--- src/rtl/xfer_vec_regs.svh ---
`ifndef XFER_VEC_REGS_SVH
`define XFER_VEC_REGS_SVH
// Register byte offsets on the APB
`define OFS_SWVEC         12'h000
`define OFS_EN_A          12'h004
`define OFS_EN_B          12'h008
`define OFS_EN_C          12'h00C
`define OFS_EN_E          12'h010
`define OFS_EN_F          12'h014
`define OFS_EN_G          12'h018
`define OFS_STATUS        12'h01C
// Software vector register fields
`define SWVEC_FLAG_BIT    7
`define SWVEC_VEC_MSB     6
// Reset values
`define RST_SWVEC         8'h00
`define RST_EN            48'h0
// Vector table and descriptor window
`define VEC_BASE          16'h0400
`define RAM_HIGH_BITS     8'hFF
`define VEC_HIGH_BITS     8'h00
`define RAM_WIN_LO        24'hFFEBC0
`define RAM_WIN_HI        24'hFFEFBF
`define DESC_STRIDE       24'h000004
`define DESC_LAST         2'h2
// Mode word fields
`define MRA_SRC_MSB       7
`define MRA_DST_MSB       5
`define MRA_SIZE_BIT      0
`define MRB_PER_TRANSFER_IRQ_SELECT_BIT     6
// Source count
`define NUM_SRC           34
`endif

--- src/rtl/xfer_vec_pkg.sv ---
package xfer_vec_pkg;
    // Core sequencer states
    typedef enum logic [2:0] {
        ST_IDLE, ST_VEC, ST_DESC, ST_RD, ST_WR, ST_WB, ST_END, ST_SETTLE
    } state_type;
    // Request toward the internal bus
    typedef struct packed {
        logic        req;
        logic        we;
        logic        word;
        logic [23:0] addr;
        logic [31:0] wdata;
    } mem_req_type;
    // Answer from the internal bus
    typedef struct packed {
        logic        ack;
        logic [31:0] rdata;
    } mem_rsp_type;
    // End notice to the CPU
    typedef struct packed {
        logic       irq;
        logic       from_sw;
        logic [6:0] vector;
    } cpu_irq_type;
endpackage

--- src/rtl/xfer_vec_fetch.sv ---
// What this block does
// Software vector: 0x0400 plus vector times two
// Read pointer at vector, then fetch descriptor
// Software aligns descriptors to four bytes
// Vector entry: 2-byte low RAM address
// Timer0 A-D: vectors 32-35, group B
// Timer1/2 A-B: vectors 40,41,44,45
// DMA ends: vectors 72-75, group E
// Serial channels 0-2: receive/transmit vectors
// Software writes zero to reserved enables
// Descriptor order: modeA, source, modeB, destination, counts
// Software stores chained descriptors contiguously
// Descriptors only inside on-chip RAM window
// Normal mode: one unit per request
// Count 1 to 65536 supported
// CPU interrupt after final transfer
// Count word A is the counter
// Count word B ignored
// Enable 1 to controller, 0 to CPU
// 24-bit pointers increment, decrement or hold
// End clears source flag or enable
// Fixed priority, software first
// External lines and module requests vectors
// Pointer upper bits all ones
`timescale 1ns/1ns
`include "xfer_vec_regs.svh"
module xfer_vec_fetch (
    // Clock and reset
    input  wire logic                      i_sys_clk,
    input  wire logic                      i_rst_b,
    // APB slave
    input  wire logic                      i_psel,
    input  wire logic                      i_penable,
    input  wire logic                      i_pwrite,
    input  wire logic [11:0]               i_paddr,
    input  wire logic [31:0]               i_pwdata,
    output logic      [31:0]               o_prdata,
    output logic                           o_pready,
    output logic                           o_pslverr,
    // Interrupt source flags
    input  wire logic [`NUM_SRC-1:0]       i_src_req,
    output logic      [`NUM_SRC-1:0]       o_src_clear,
    output logic      [`NUM_SRC-1:0]       o_cpu_route,
    // Internal bus master
    output xfer_vec_pkg::mem_req_type      o_mem,
    input  wire xfer_vec_pkg::mem_rsp_type i_mem,
    // CPU end notice
    output xfer_vec_pkg::cpu_irq_type      o_cpu_irq,
    output logic                           o_busy
);
    // Vector number of a hardware source
    function automatic logic [6:0] vec_num(input logic [5:0] idx);
        logic [6:0] v;
        v = 7'h00;
        // External interrupt lines
        if (idx < 6'h08) begin
            v = 7'h10 + {1'b0, idx};
        // Timer 0 requests
        end else if (idx < 6'h0C) begin
            v = 7'h18 + {1'b0, idx};
        // Timer 1 requests
        end else if (idx < 6'h0E) begin
            v = 7'h1C + {1'b0, idx};
        // Timer 2 requests
        end else if (idx < 6'h10) begin
            v = 7'h1E + {1'b0, idx};
        // DMA transfer ends
        end else if (idx < 6'h14) begin
            v = 7'h38 + {1'b0, idx};
        // Serial channels, two each
        end else if (idx < 6'h1A) begin
            v = 7'h51 + {1'b0, idx[4:1] - 4'hA, 2'h0} + {6'h00, idx[0]};
        // External module requests
        end else begin
            v = 7'h4E + {1'b0, idx};
        end
        return v;
    endfunction

    // Flat enable bit of a source, groups A,B,C,E,F,G
    function automatic logic [5:0] en_pos(input logic [5:0] idx);
        logic [5:0] p;
        p = 6'h00;
        if (idx < 6'h08) begin
            p = 6'h07 - idx;
        end else if (idx < 6'h0E) begin
            p = 6'h15 - idx;
        end else if (idx < 6'h10) begin
            p = 6'h25 - idx;
        end else if (idx < 6'h18) begin
            p = 6'h2F - idx;
        end else if (idx < 6'h1A) begin
            p = 6'h3F - idx;
        end else begin
            p = 6'h09 - idx;
        end
        return p;
    endfunction

    // Vector address from vector number
    function automatic logic [23:0] vec_addr(input logic [6:0] v);
        // Two-byte entries, same layout in every mode
        return {`VEC_HIGH_BITS, `VEC_BASE + {8'h00, v, 1'b0}};
    endfunction

    // Pointer update: 0x hold, 10 up, 11 down
    function automatic logic [23:0] step(input logic [23:0] a, input logic [1:0] m,
                                         input logic word);
        logic [23:0] d;
        d = word ? 24'h000002 : 24'h000001;
        // Independent pointer update
        if (!m[1]) begin
            return a;
        end else if (!m[0]) begin
            return a + d;
        end
        return a - d;
    endfunction

    // Core state
    xfer_vec_pkg::state_type   state_reg, state_next;
    xfer_vec_pkg::mem_req_type mem_reg, mem_next;
    xfer_vec_pkg::cpu_irq_type irq_reg, irq_next;
    logic [1:0]                cnt_reg, cnt_next;      // Descriptor word index
    logic                      is_sw_reg, is_sw_next;  // Software activation
    logic [5:0]                idx_reg, idx_next;      // Hardware source index
    logic [23:0]               ptr_reg, ptr_next;      // Descriptor start
    logic [7:0]                mra_reg, mra_next;
    logic [7:0]                mrb_reg, mrb_next;
    logic [23:0]               sar_reg, sar_next;
    logic [23:0]               dar_reg, dar_next;
    logic [15:0]               cra_reg, cra_next;
    logic [15:0]               crb_reg, crb_next;
    logic [15:0]               dat_reg, dat_next;      // Data in flight
    logic [`NUM_SRC-1:0]       clr_reg, clr_next;
    logic                      busy_reg, busy_next;
    // Register state
    logic [7:0]                swvec_reg, swvec_next;
    logic                      swpend_reg, swpend_next;
    logic [47:0]               en_reg, en_next;
    logic [`NUM_SRC-1:0]       route_reg, route_next;
    logic [31:0]               prdata_reg, prdata_next;
    logic                      pready_reg, pready_next;
    logic                      pslverr_reg, pslverr_next;
    // Cross-group strobes
    logic                      pick_sw;
    logic                      end_sw_clr;
    logic                      end_en_clr;
    logic                      final_c;
    logic [`NUM_SRC-1:0]       en_mask;
    logic [`NUM_SRC-1:0]       pend;
    logic [5:0]                pick_idx;
    logic                      pick_hw;

    // Per-source enable mask and pending set
    always_comb begin
        for (int i = 0; i < `NUM_SRC; i++) begin
            en_mask[i] = en_reg[en_pos(6'(i))];
        end
        pend = i_src_req & en_mask;
        pick_idx = 6'h00;
        pick_hw = 1'b0;
        // Lowest index wins among hardware sources
        for (int i = `NUM_SRC - 1; i >= 0; i--) begin
            if (pend[i]) begin
                pick_idx = 6'(i);
                pick_hw = 1'b1;
            end
        end
    end

    // Core sequencer next values
    always_comb begin
        state_next = state_reg;
        mem_next   = mem_reg;
        irq_next   = '0;
        clr_next   = '0;
        cnt_next   = cnt_reg;
        is_sw_next = is_sw_reg;
        idx_next   = idx_reg;
        ptr_next   = ptr_reg;
        mra_next   = mra_reg;
        mrb_next   = mrb_reg;
        sar_next   = sar_reg;
        dar_next   = dar_reg;
        cra_next   = cra_reg;
        crb_next   = crb_reg;
        dat_next   = dat_reg;
        pick_sw    = 1'b0;
        end_sw_clr = 1'b0;
        end_en_clr = 1'b0;
        // Final when count A runs out or per-transfer irq set
        final_c    = (cra_reg == 16'h0000) || mrb_reg[`MRB_PER_TRANSFER_IRQ_SELECT_BIT];
        case (state_reg)
            // Pick a source and read its vector
            xfer_vec_pkg::ST_IDLE: begin
                // Software activation first
                if (swpend_reg) begin
                    pick_sw = 1'b1;
                    is_sw_next = 1'b1;
                    // Software vector address
                    mem_next = '{1'b1, 1'b0, 1'b1,
                                 vec_addr(swvec_reg[`SWVEC_VEC_MSB:0]), 32'h0};
                    state_next = xfer_vec_pkg::ST_VEC;
                end else if (pick_hw) begin
                    is_sw_next = 1'b0;
                    idx_next = pick_idx;
                    mem_next = '{1'b1, 1'b0, 1'b1, vec_addr(vec_num(pick_idx)), 32'h0};
                    state_next = xfer_vec_pkg::ST_VEC;
                end
            end
            // Vector entry returns the descriptor pointer
            xfer_vec_pkg::ST_VEC: begin
                if (i_mem.ack) begin
                    // Upper pointer bits all ones
                    ptr_next = {`RAM_HIGH_BITS, i_mem.rdata[15:0]};
                    // Fetch descriptor from the pointer
                    mem_next = '{1'b1, 1'b0, 1'b0,
                                 {`RAM_HIGH_BITS, i_mem.rdata[15:0]}, 32'h0};
                    cnt_next = 2'h0;
                    state_next = xfer_vec_pkg::ST_DESC;
                end
            end
            // Three long words of descriptor
            xfer_vec_pkg::ST_DESC: begin
                if (i_mem.ack) begin
                    // Mode A with source, mode B with destination, counts
                    if (cnt_reg == 2'h0) begin
                        {mra_next, sar_next} = i_mem.rdata;
                    end else if (cnt_reg == 2'h1) begin
                        {mrb_next, dar_next} = i_mem.rdata;
                    end else begin
                        {cra_next, crb_next} = i_mem.rdata;
                    end
                    if (cnt_reg == `DESC_LAST) begin
                        mem_next = '{1'b1, 1'b0, mra_reg[`MRA_SIZE_BIT], sar_reg, 32'h0};
                        state_next = xfer_vec_pkg::ST_RD;
                    end else begin
                        cnt_next = cnt_reg + 2'h1;
                        // Stride assumes four-byte aligned start
                        mem_next.addr = mem_reg.addr + `DESC_STRIDE;
                    end
                end
            end
            // One byte or word read, then written
            xfer_vec_pkg::ST_RD: begin
                if (i_mem.ack) begin
                    dat_next = i_mem.rdata[15:0];
                    mem_next = '{1'b1, 1'b1, mra_reg[`MRA_SIZE_BIT], dar_reg,
                                 {16'h0000, i_mem.rdata[15:0]}};
                    state_next = xfer_vec_pkg::ST_WR;
                end
            end
            // Write done: update pointers and count
            xfer_vec_pkg::ST_WR: begin
                if (i_mem.ack) begin
                    sar_next = step(sar_reg, mra_reg[`MRA_SRC_MSB -: 2], mra_reg[0]);
                    dar_next = step(dar_reg, mra_reg[`MRA_DST_MSB -: 2], mra_reg[0]);
                    // Count A counts; zero wraps for 65536
                    cra_next = cra_reg - 16'h0001;
                    mem_next = '{1'b1, 1'b1, 1'b0, ptr_reg, {mra_reg, sar_next}};
                    cnt_next = 2'h0;
                    state_next = xfer_vec_pkg::ST_WB;
                end
            end
            // Write updated descriptor back
            xfer_vec_pkg::ST_WB: begin
                if (i_mem.ack) begin
                    if (cnt_reg == `DESC_LAST) begin
                        mem_next.req = 1'b0;
                        state_next = xfer_vec_pkg::ST_END;
                    end else begin
                        cnt_next = cnt_reg + 2'h1;
                        mem_next.addr = mem_reg.addr + `DESC_STRIDE;
                        // Count B only carried back unchanged
                        mem_next.wdata = (cnt_reg == 2'h0) ? {mrb_reg, dar_reg}
                                                           : {cra_reg, crb_reg};
                    end
                end
            end
            // Not final: clear flag; final: clear hardware enable, notify CPU
            xfer_vec_pkg::ST_END: begin
                state_next = xfer_vec_pkg::ST_SETTLE;
                if (is_sw_reg) begin
                    end_sw_clr = !final_c;
                end else if (!final_c) begin
                    clr_next[idx_reg] = 1'b1;
                end else begin
                    end_en_clr = 1'b1;
                end
                // End notice to the CPU
                irq_next = '{final_c, is_sw_reg,
                             is_sw_reg ? swvec_reg[`SWVEC_VEC_MSB:0] : vec_num(idx_reg)};
            end
            // Lets a cleared source flag fall before the next pick
            default: begin
                state_next = xfer_vec_pkg::ST_IDLE;
            end
        endcase
        busy_next = (state_next != xfer_vec_pkg::ST_IDLE);
    end

    // Core sequencer registers
    always_ff @(posedge i_sys_clk or negedge i_rst_b) begin
        if (!i_rst_b) begin
            state_reg <= xfer_vec_pkg::ST_IDLE;
            mem_reg   <= '0;
            irq_reg   <= '0;
            clr_reg   <= '0;
            cnt_reg   <= 2'h0;
            is_sw_reg <= 1'b0;
            idx_reg   <= 6'h00;
            ptr_reg   <= 24'h000000;
            mra_reg   <= 8'h00;
            mrb_reg   <= 8'h00;
            sar_reg   <= 24'h000000;
            dar_reg   <= 24'h000000;
            cra_reg   <= 16'h0000;
            crb_reg   <= 16'h0000;
            dat_reg   <= 16'h0000;
            busy_reg  <= 1'b0;
        end else begin
            state_reg <= state_next;
            mem_reg   <= mem_next;
            irq_reg   <= irq_next;
            clr_reg   <= clr_next;
            cnt_reg   <= cnt_next;
            is_sw_reg <= is_sw_next;
            idx_reg   <= idx_next;
            ptr_reg   <= ptr_next;
            mra_reg   <= mra_next;
            mrb_reg   <= mrb_next;
            sar_reg   <= sar_next;
            dar_reg   <= dar_next;
            cra_reg   <= cra_next;
            crb_reg   <= crb_next;
            dat_reg   <= dat_next;
            busy_reg  <= busy_next;
        end
    end

    // APB registers and routing next values
    always_comb begin
        logic acc;
        logic [11:0] a;
        acc          = i_psel && i_penable;
        a            = i_paddr;
        swvec_next   = swvec_reg;
        en_next      = en_reg;
        swpend_next  = swpend_reg && !pick_sw;
        prdata_next  = prdata_reg;
        pslverr_next = 1'b0;
        pready_next  = acc && !pready_reg;
        // Disabled flags go to the CPU
        route_next   = i_src_req & ~en_mask;
        // Hardware clears first, so a same-cycle write wins
        if (end_sw_clr) begin
            swvec_next[`SWVEC_FLAG_BIT] = 1'b0;
        end
        if (end_en_clr) begin
            en_next[en_pos(idx_reg)] = 1'b0;
        end
        // Read data and error prepared one cycle ahead of pready
        if (pready_next) begin
            prdata_next = 32'h0;
            if (a == `OFS_SWVEC) begin
                prdata_next = {24'h0, swvec_next};
            end else if (a >= `OFS_EN_A && a <= `OFS_EN_G) begin
                prdata_next = {24'h0, en_reg[{a[4:2] - 3'h1, 3'h0} +: 8]};
            end else if (a == `OFS_STATUS) begin
                prdata_next = {18'h0, idx_reg, 6'h0, swpend_reg, o_busy};
            end else begin
                pslverr_next = 1'b1;
            end
        end
        // Write commits at the edge that sees pready
        if (acc && pready_reg && i_pwrite) begin
            if (a == `OFS_SWVEC) begin
                swvec_next  = i_pwdata[7:0];
                swpend_next = i_pwdata[`SWVEC_FLAG_BIT];
            end else if (a >= `OFS_EN_A && a <= `OFS_EN_G) begin
                en_next[{a[4:2] - 3'h1, 3'h0} +: 8] = i_pwdata[7:0];
            end
        end
    end

    // APB registers
    always_ff @(posedge i_sys_clk or negedge i_rst_b) begin
        if (!i_rst_b) begin
            swvec_reg   <= `RST_SWVEC;
            swpend_reg  <= 1'b0;
            en_reg      <= `RST_EN;
            route_reg   <= '0;
            prdata_reg  <= 32'h0;
            pready_reg  <= 1'b0;
            pslverr_reg <= 1'b0;
        end else begin
            swvec_reg   <= swvec_next;
            swpend_reg  <= swpend_next;
            en_reg      <= en_next;
            route_reg   <= route_next;
            prdata_reg  <= prdata_next;
            pready_reg  <= pready_next;
            pslverr_reg <= pslverr_next;
        end
    end

    // Outputs straight from flip-flops
    assign o_prdata    = prdata_reg;
    assign o_pready    = pready_reg;
    assign o_pslverr   = pslverr_reg;
    assign o_mem       = mem_reg;
    assign o_cpu_irq   = irq_reg;
    assign o_src_clear = clr_reg;
    assign o_cpu_route = route_reg;
    assign o_busy      = busy_reg;
endmodule

--- config.mk ---
export PLATFORM = sky130hd
export DESIGN_NAME = xfer_vec_fetch
export DESIGN_NICKNAME = d
export VERILOG_FILES = /design/src/rtl/xfer_vec_pkg.sv /design/src/rtl/xfer_vec_fetch.sv
export VERILOG_INCLUDE_DIRS = /design/src /design/src/rtl
export SDC_FILE = /design/constraint.sdc
export NUM_CORES = 1
export LEC_CHECK = 0
export BUFFER_PORTS_ARGS = -buffer_cell sky130_fd_sc_hd__buf_2
export CORE_ASPECT_RATIO = 0.75
export CORE_UTILIZATION = 55
export DETAILED_ROUTE_END_ITERATION = 6
export GPL_TIMING_DRIVEN = 0
export PLACE_DENSITY = 0.74
export SETUP_SLACK_MARGIN = 0.5
export SLEW_MARGIN = 20
export SYNTH_ARGS = -nofsm -noshare
export SYNTH_HDL_FRONTEND = slang
export SYNTH_SLANG_ARGS = --single-unit
export TNS_END_PERCENT = 50
--- constraint.sdc ---
create_clock -name i_sys_clk -period 4.35 [get_ports i_sys_clk]
set_input_delay 0.6525 -clock i_sys_clk [delete_from_list [all_inputs] [get_ports i_sys_clk]]
set_output_delay 0.6525 -clock i_sys_clk [all_outputs]
set_load 0.01 [all_outputs]
==> results.md <==
- R2r startpoint: mra_reg[0]
- Area Overhead vs Synth: 17.3%
- Simple-gate portion of the synthesized area: 17.8%
- Sw power: 6.83 mW
- Number of flip-flops in the largest register: 59
- Placer Congestion: 1.06
- Status: finished with violations
- Slowest cell delay on critical path: 650 ps
- Drt drc: 3
- Family with the most delay on the worst path: compound AO/OA/AOI/OAI gates
- Most used cell, CP: a21oi_1
- HPWL after DPL: 58700 um
- Hold_ws: 58.5 ps
- Sequential share of power: 31.1%
- Die area: 0.0374 sq mm
- Post-route ant nets: 0
- Critical path launch point type: register
- Final nets: 2738
- H-tree levels: 2
- Hold-fix buffers at CTS: 0
- Placed cells: 2973
- Vias per cell: 6.70
- Clk sinks: 335
- # port buffers: 244
- Kind of critical path: reg2reg
- First DRT Iteration DRCs: 2667
- Pwr Total: 15.5 mW
- Worst-path clk slew: 70 ps
- Pwr Density: 654 mW/mm^2
- Final core occ: 65.7%
- Max Transition Viols Final: 0
- Hold Path Class: in2async
- Worst skew pair latency: 560 ps
- Failing checks: DRC
- Maximum vdd ir drop: 0.000499 V
- Chip Height: 168 um
- Max cap viols: 0
- Fin crit share: 89.4%
- Critical path depth: 11
- Global-route wire length before repair: 115000 um
- Die Width: 223 um
- CTS Buffer Depth: 3
- Internal reg-to-reg setup slack: 460 ps
- CTS tree: yes
- Main synth FF type: dfrtp_1
- GRT overflow: 0
- Drt first pass iters: 7
- Worst Path Arrival: 4310 ps
- Xor/xnor share of the synthesized area: 2.22%
- Worst-Margin Slew: 1210 ps
- EDFF count, synth: 0
- TritonCTS Buffers: 36
- Fmax: 257 MHz
- Worst slew margin: 18.6%
- Largest family of logic cells by synthesized area: compound AO/OA/AOI/OAI gates
- Syn avg cell area: 8.98 sq um
- Worst path slowest cell: nor4_1
- Setup total negative slack: 0 ps
- Yosys warning total: 0
- DR WL/cell: 25.3 um
- Worst-path cell chain: inv_1 -> ha_1 -> inv_1 -> fa_1 -> nor4_1 -> a21oi_1 -> nand2b_1 -> a21oi_1 -> xor2_1 -> a222oi_1 -> a21oi_1
- Crit-path max FO: 7
- Seq/Total Area, Yosys: 41.6%
- Combinational power share: 46.4%
- Final number of setup-violating endpoints: 0
- CP bufs+invs: 2
- Mux share of post-synthesis cell area: 6.67%
- Area share of fa/ha/maj cells after synthesis: 4.46%
- Post-synthesis compound-gate area fraction: 23.1%
- Sw Ratio: 44.2%
- Syn Std Cell Area: 0.0202 sq mm
- Initial antenna violation count: 2
- Clock Skew: 16.5 ps
- Top-Level Pins: 287
- Initial Utilization: 56.1%
- R2R depth: 11
- Clk root buf: clkbuf_16
- Async set-reset flop share out of synthesis: 100%
- Clock network power share: 22.4%
- Share of cells above drive strength 1: 18.7%
- RSZ-0062 raised after global routing: true
- Placeable Area: 0.0360 sq mm
- Worst EP required: 4770 ps
- Syn Inst Count: 2244
- Via count: 20400
- Final Critical Period: 3890 ps
- # fillers: 3032
- Post-synth cell types: 87
- P_int: 8.63 mW
- Pleak: 10.5 nW
- Drt total wl: 77000 um
- Cell Rows: 60
- Vias in the first global route: 18700
- Largest net degree at the start of global routing: 100
- Worst Setup End Kind: register
- Hold Fails Final Rpt: 0
- Non-filler cells, final: 3047
- Synthesis-stage register bit count: 335
- GRT Total Usage: 40.6%
- R2R Path End: o_mem[8]
timing repair:
item,4_1_cts,5_1_grt
cloned,1,0
pin swaps,0,2
setup buffers,2,1
endpoints found under the setup margin,68,67
gates resized for setup,17,25
worst reg2reg max path: stages, from the launching register on:
cell	delay, ps
dfrtp_1	480
inv_1	330
ha_1	240
inv_1	50
fa_1	420
nor4_1	650
a21oi_1	240
nand2b_1	230
a21oi_1	480
xor2_1	140
a222oi_1	380
a21oi_1	130
worst max-delay path by stage:
stage / endpoint / startpoint
after CTS: dar_reg[22] / mra_reg[5]
after floorplan: en_reg[39] / i_paddr[2]
after global placement: o_cpu_route[18] / i_rst_b
final: o_mem[8] / mra_reg[0]
after global routing: o_mem[8] / mra_reg[0]
after detailed placement: en_reg[26] / i_paddr[2]
power by group through the flow:
stage / registers (mW) / clock network [mW] / logic (mW)
2_1_floorplan: 4.66 / 0 / 4.44
5_1_grt: 4.88 / 3.59 / 7.68
4_1_cts: 4.75 / 3.48 / 6.85
3_5_place_dp: 4.80 / 0 / 6.77
3_3_place_gp: 4.77 / 0 / 6.61
6_report: 4.81 / 3.47 / 7.18
placed cells by master, fill, tap and decap left out, drive strengths merged, types with 43 or more instances in the layout:
| cell | count |
|---|---|
| a22oi | 43 |
| buf | 296 |
| nand3 | 54 |
| a21oi | 175 |
| clkbuf | 156 |
| dfrtp | 335 |
| inv | 46 |
| o21ai | 188 |
| mux2 | 75 |
| nor2b | 55 |
| ha | 67 |
| nand2 | 220 |
| nor2 | 246 |
cells by family (layout without fill, tap and decap cells):
family | count (synthesis) | count (layout)
xor gates and xnor gates | 51 | 51
DFF | 335 | 335
and+or+nand+nor | 759 | 759
buffers and inverters | 201 | 520
adders and majority gates | 70 | 70
other | 1 | 20
AOI/OAI and AO/OA | 712 | 712
muxes | 115 | 115
metrics by stage:
step | cell area, sq um | setup slack (ps)
6_report | 23600 | 463
5_1_grt | 23600 | 396
4_1_cts | 23500 | 516
3_5_place_dp | 22100 | -848
3_3_place_gp | 22000 | -3770
2_1_floorplan | 20200 | 543
per-layer routing:
metal,vias up,track usage [%],part of all wire (%)
met2,1477,52.4,39
met3,125,12.4,15
met5,-,1.81,0.14
li1,8788,-,-
met1,10000,64.5,44
met4,4,9.51,2.0
cells in the mapped netlist, drive strengths merged, types with 31 or more instances:
library cell  count  area share [%]
a31oi            31            0.96
nor2b            55             1.7
inv              44            0.82
buf              46             1.3
nor2            246             4.6
o21ai           188             4.7
nand2           220             4.1
a21oi           175             4.3
nand3            54             1.3
mux2i            32             1.6
a22oi            43             1.6
xnor2            33             1.4
o211ai           35             1.3
ha               67             4.2
dfrtp           335              42
nor3             35            0.87
mux2             75             4.2
clkbuf          108             2.0
layout make-up:
type,instances,area [sq um],share of cell area [%]
clock inverter,20,297,1.25
inverter,47,180,0.762
timing repair buffer,252,1350,5.72
antenna,2,5.00,0.0212
buffer,154,681,2.88
multi-input combinational,1725,11100,47.1
tap,465,582,2.46
clock buffer,46,1020,4.31
sequential,335,8380,35.5
timing repair inverter,1,7.51,0.0318
Power figures use the tool's default switching activity.
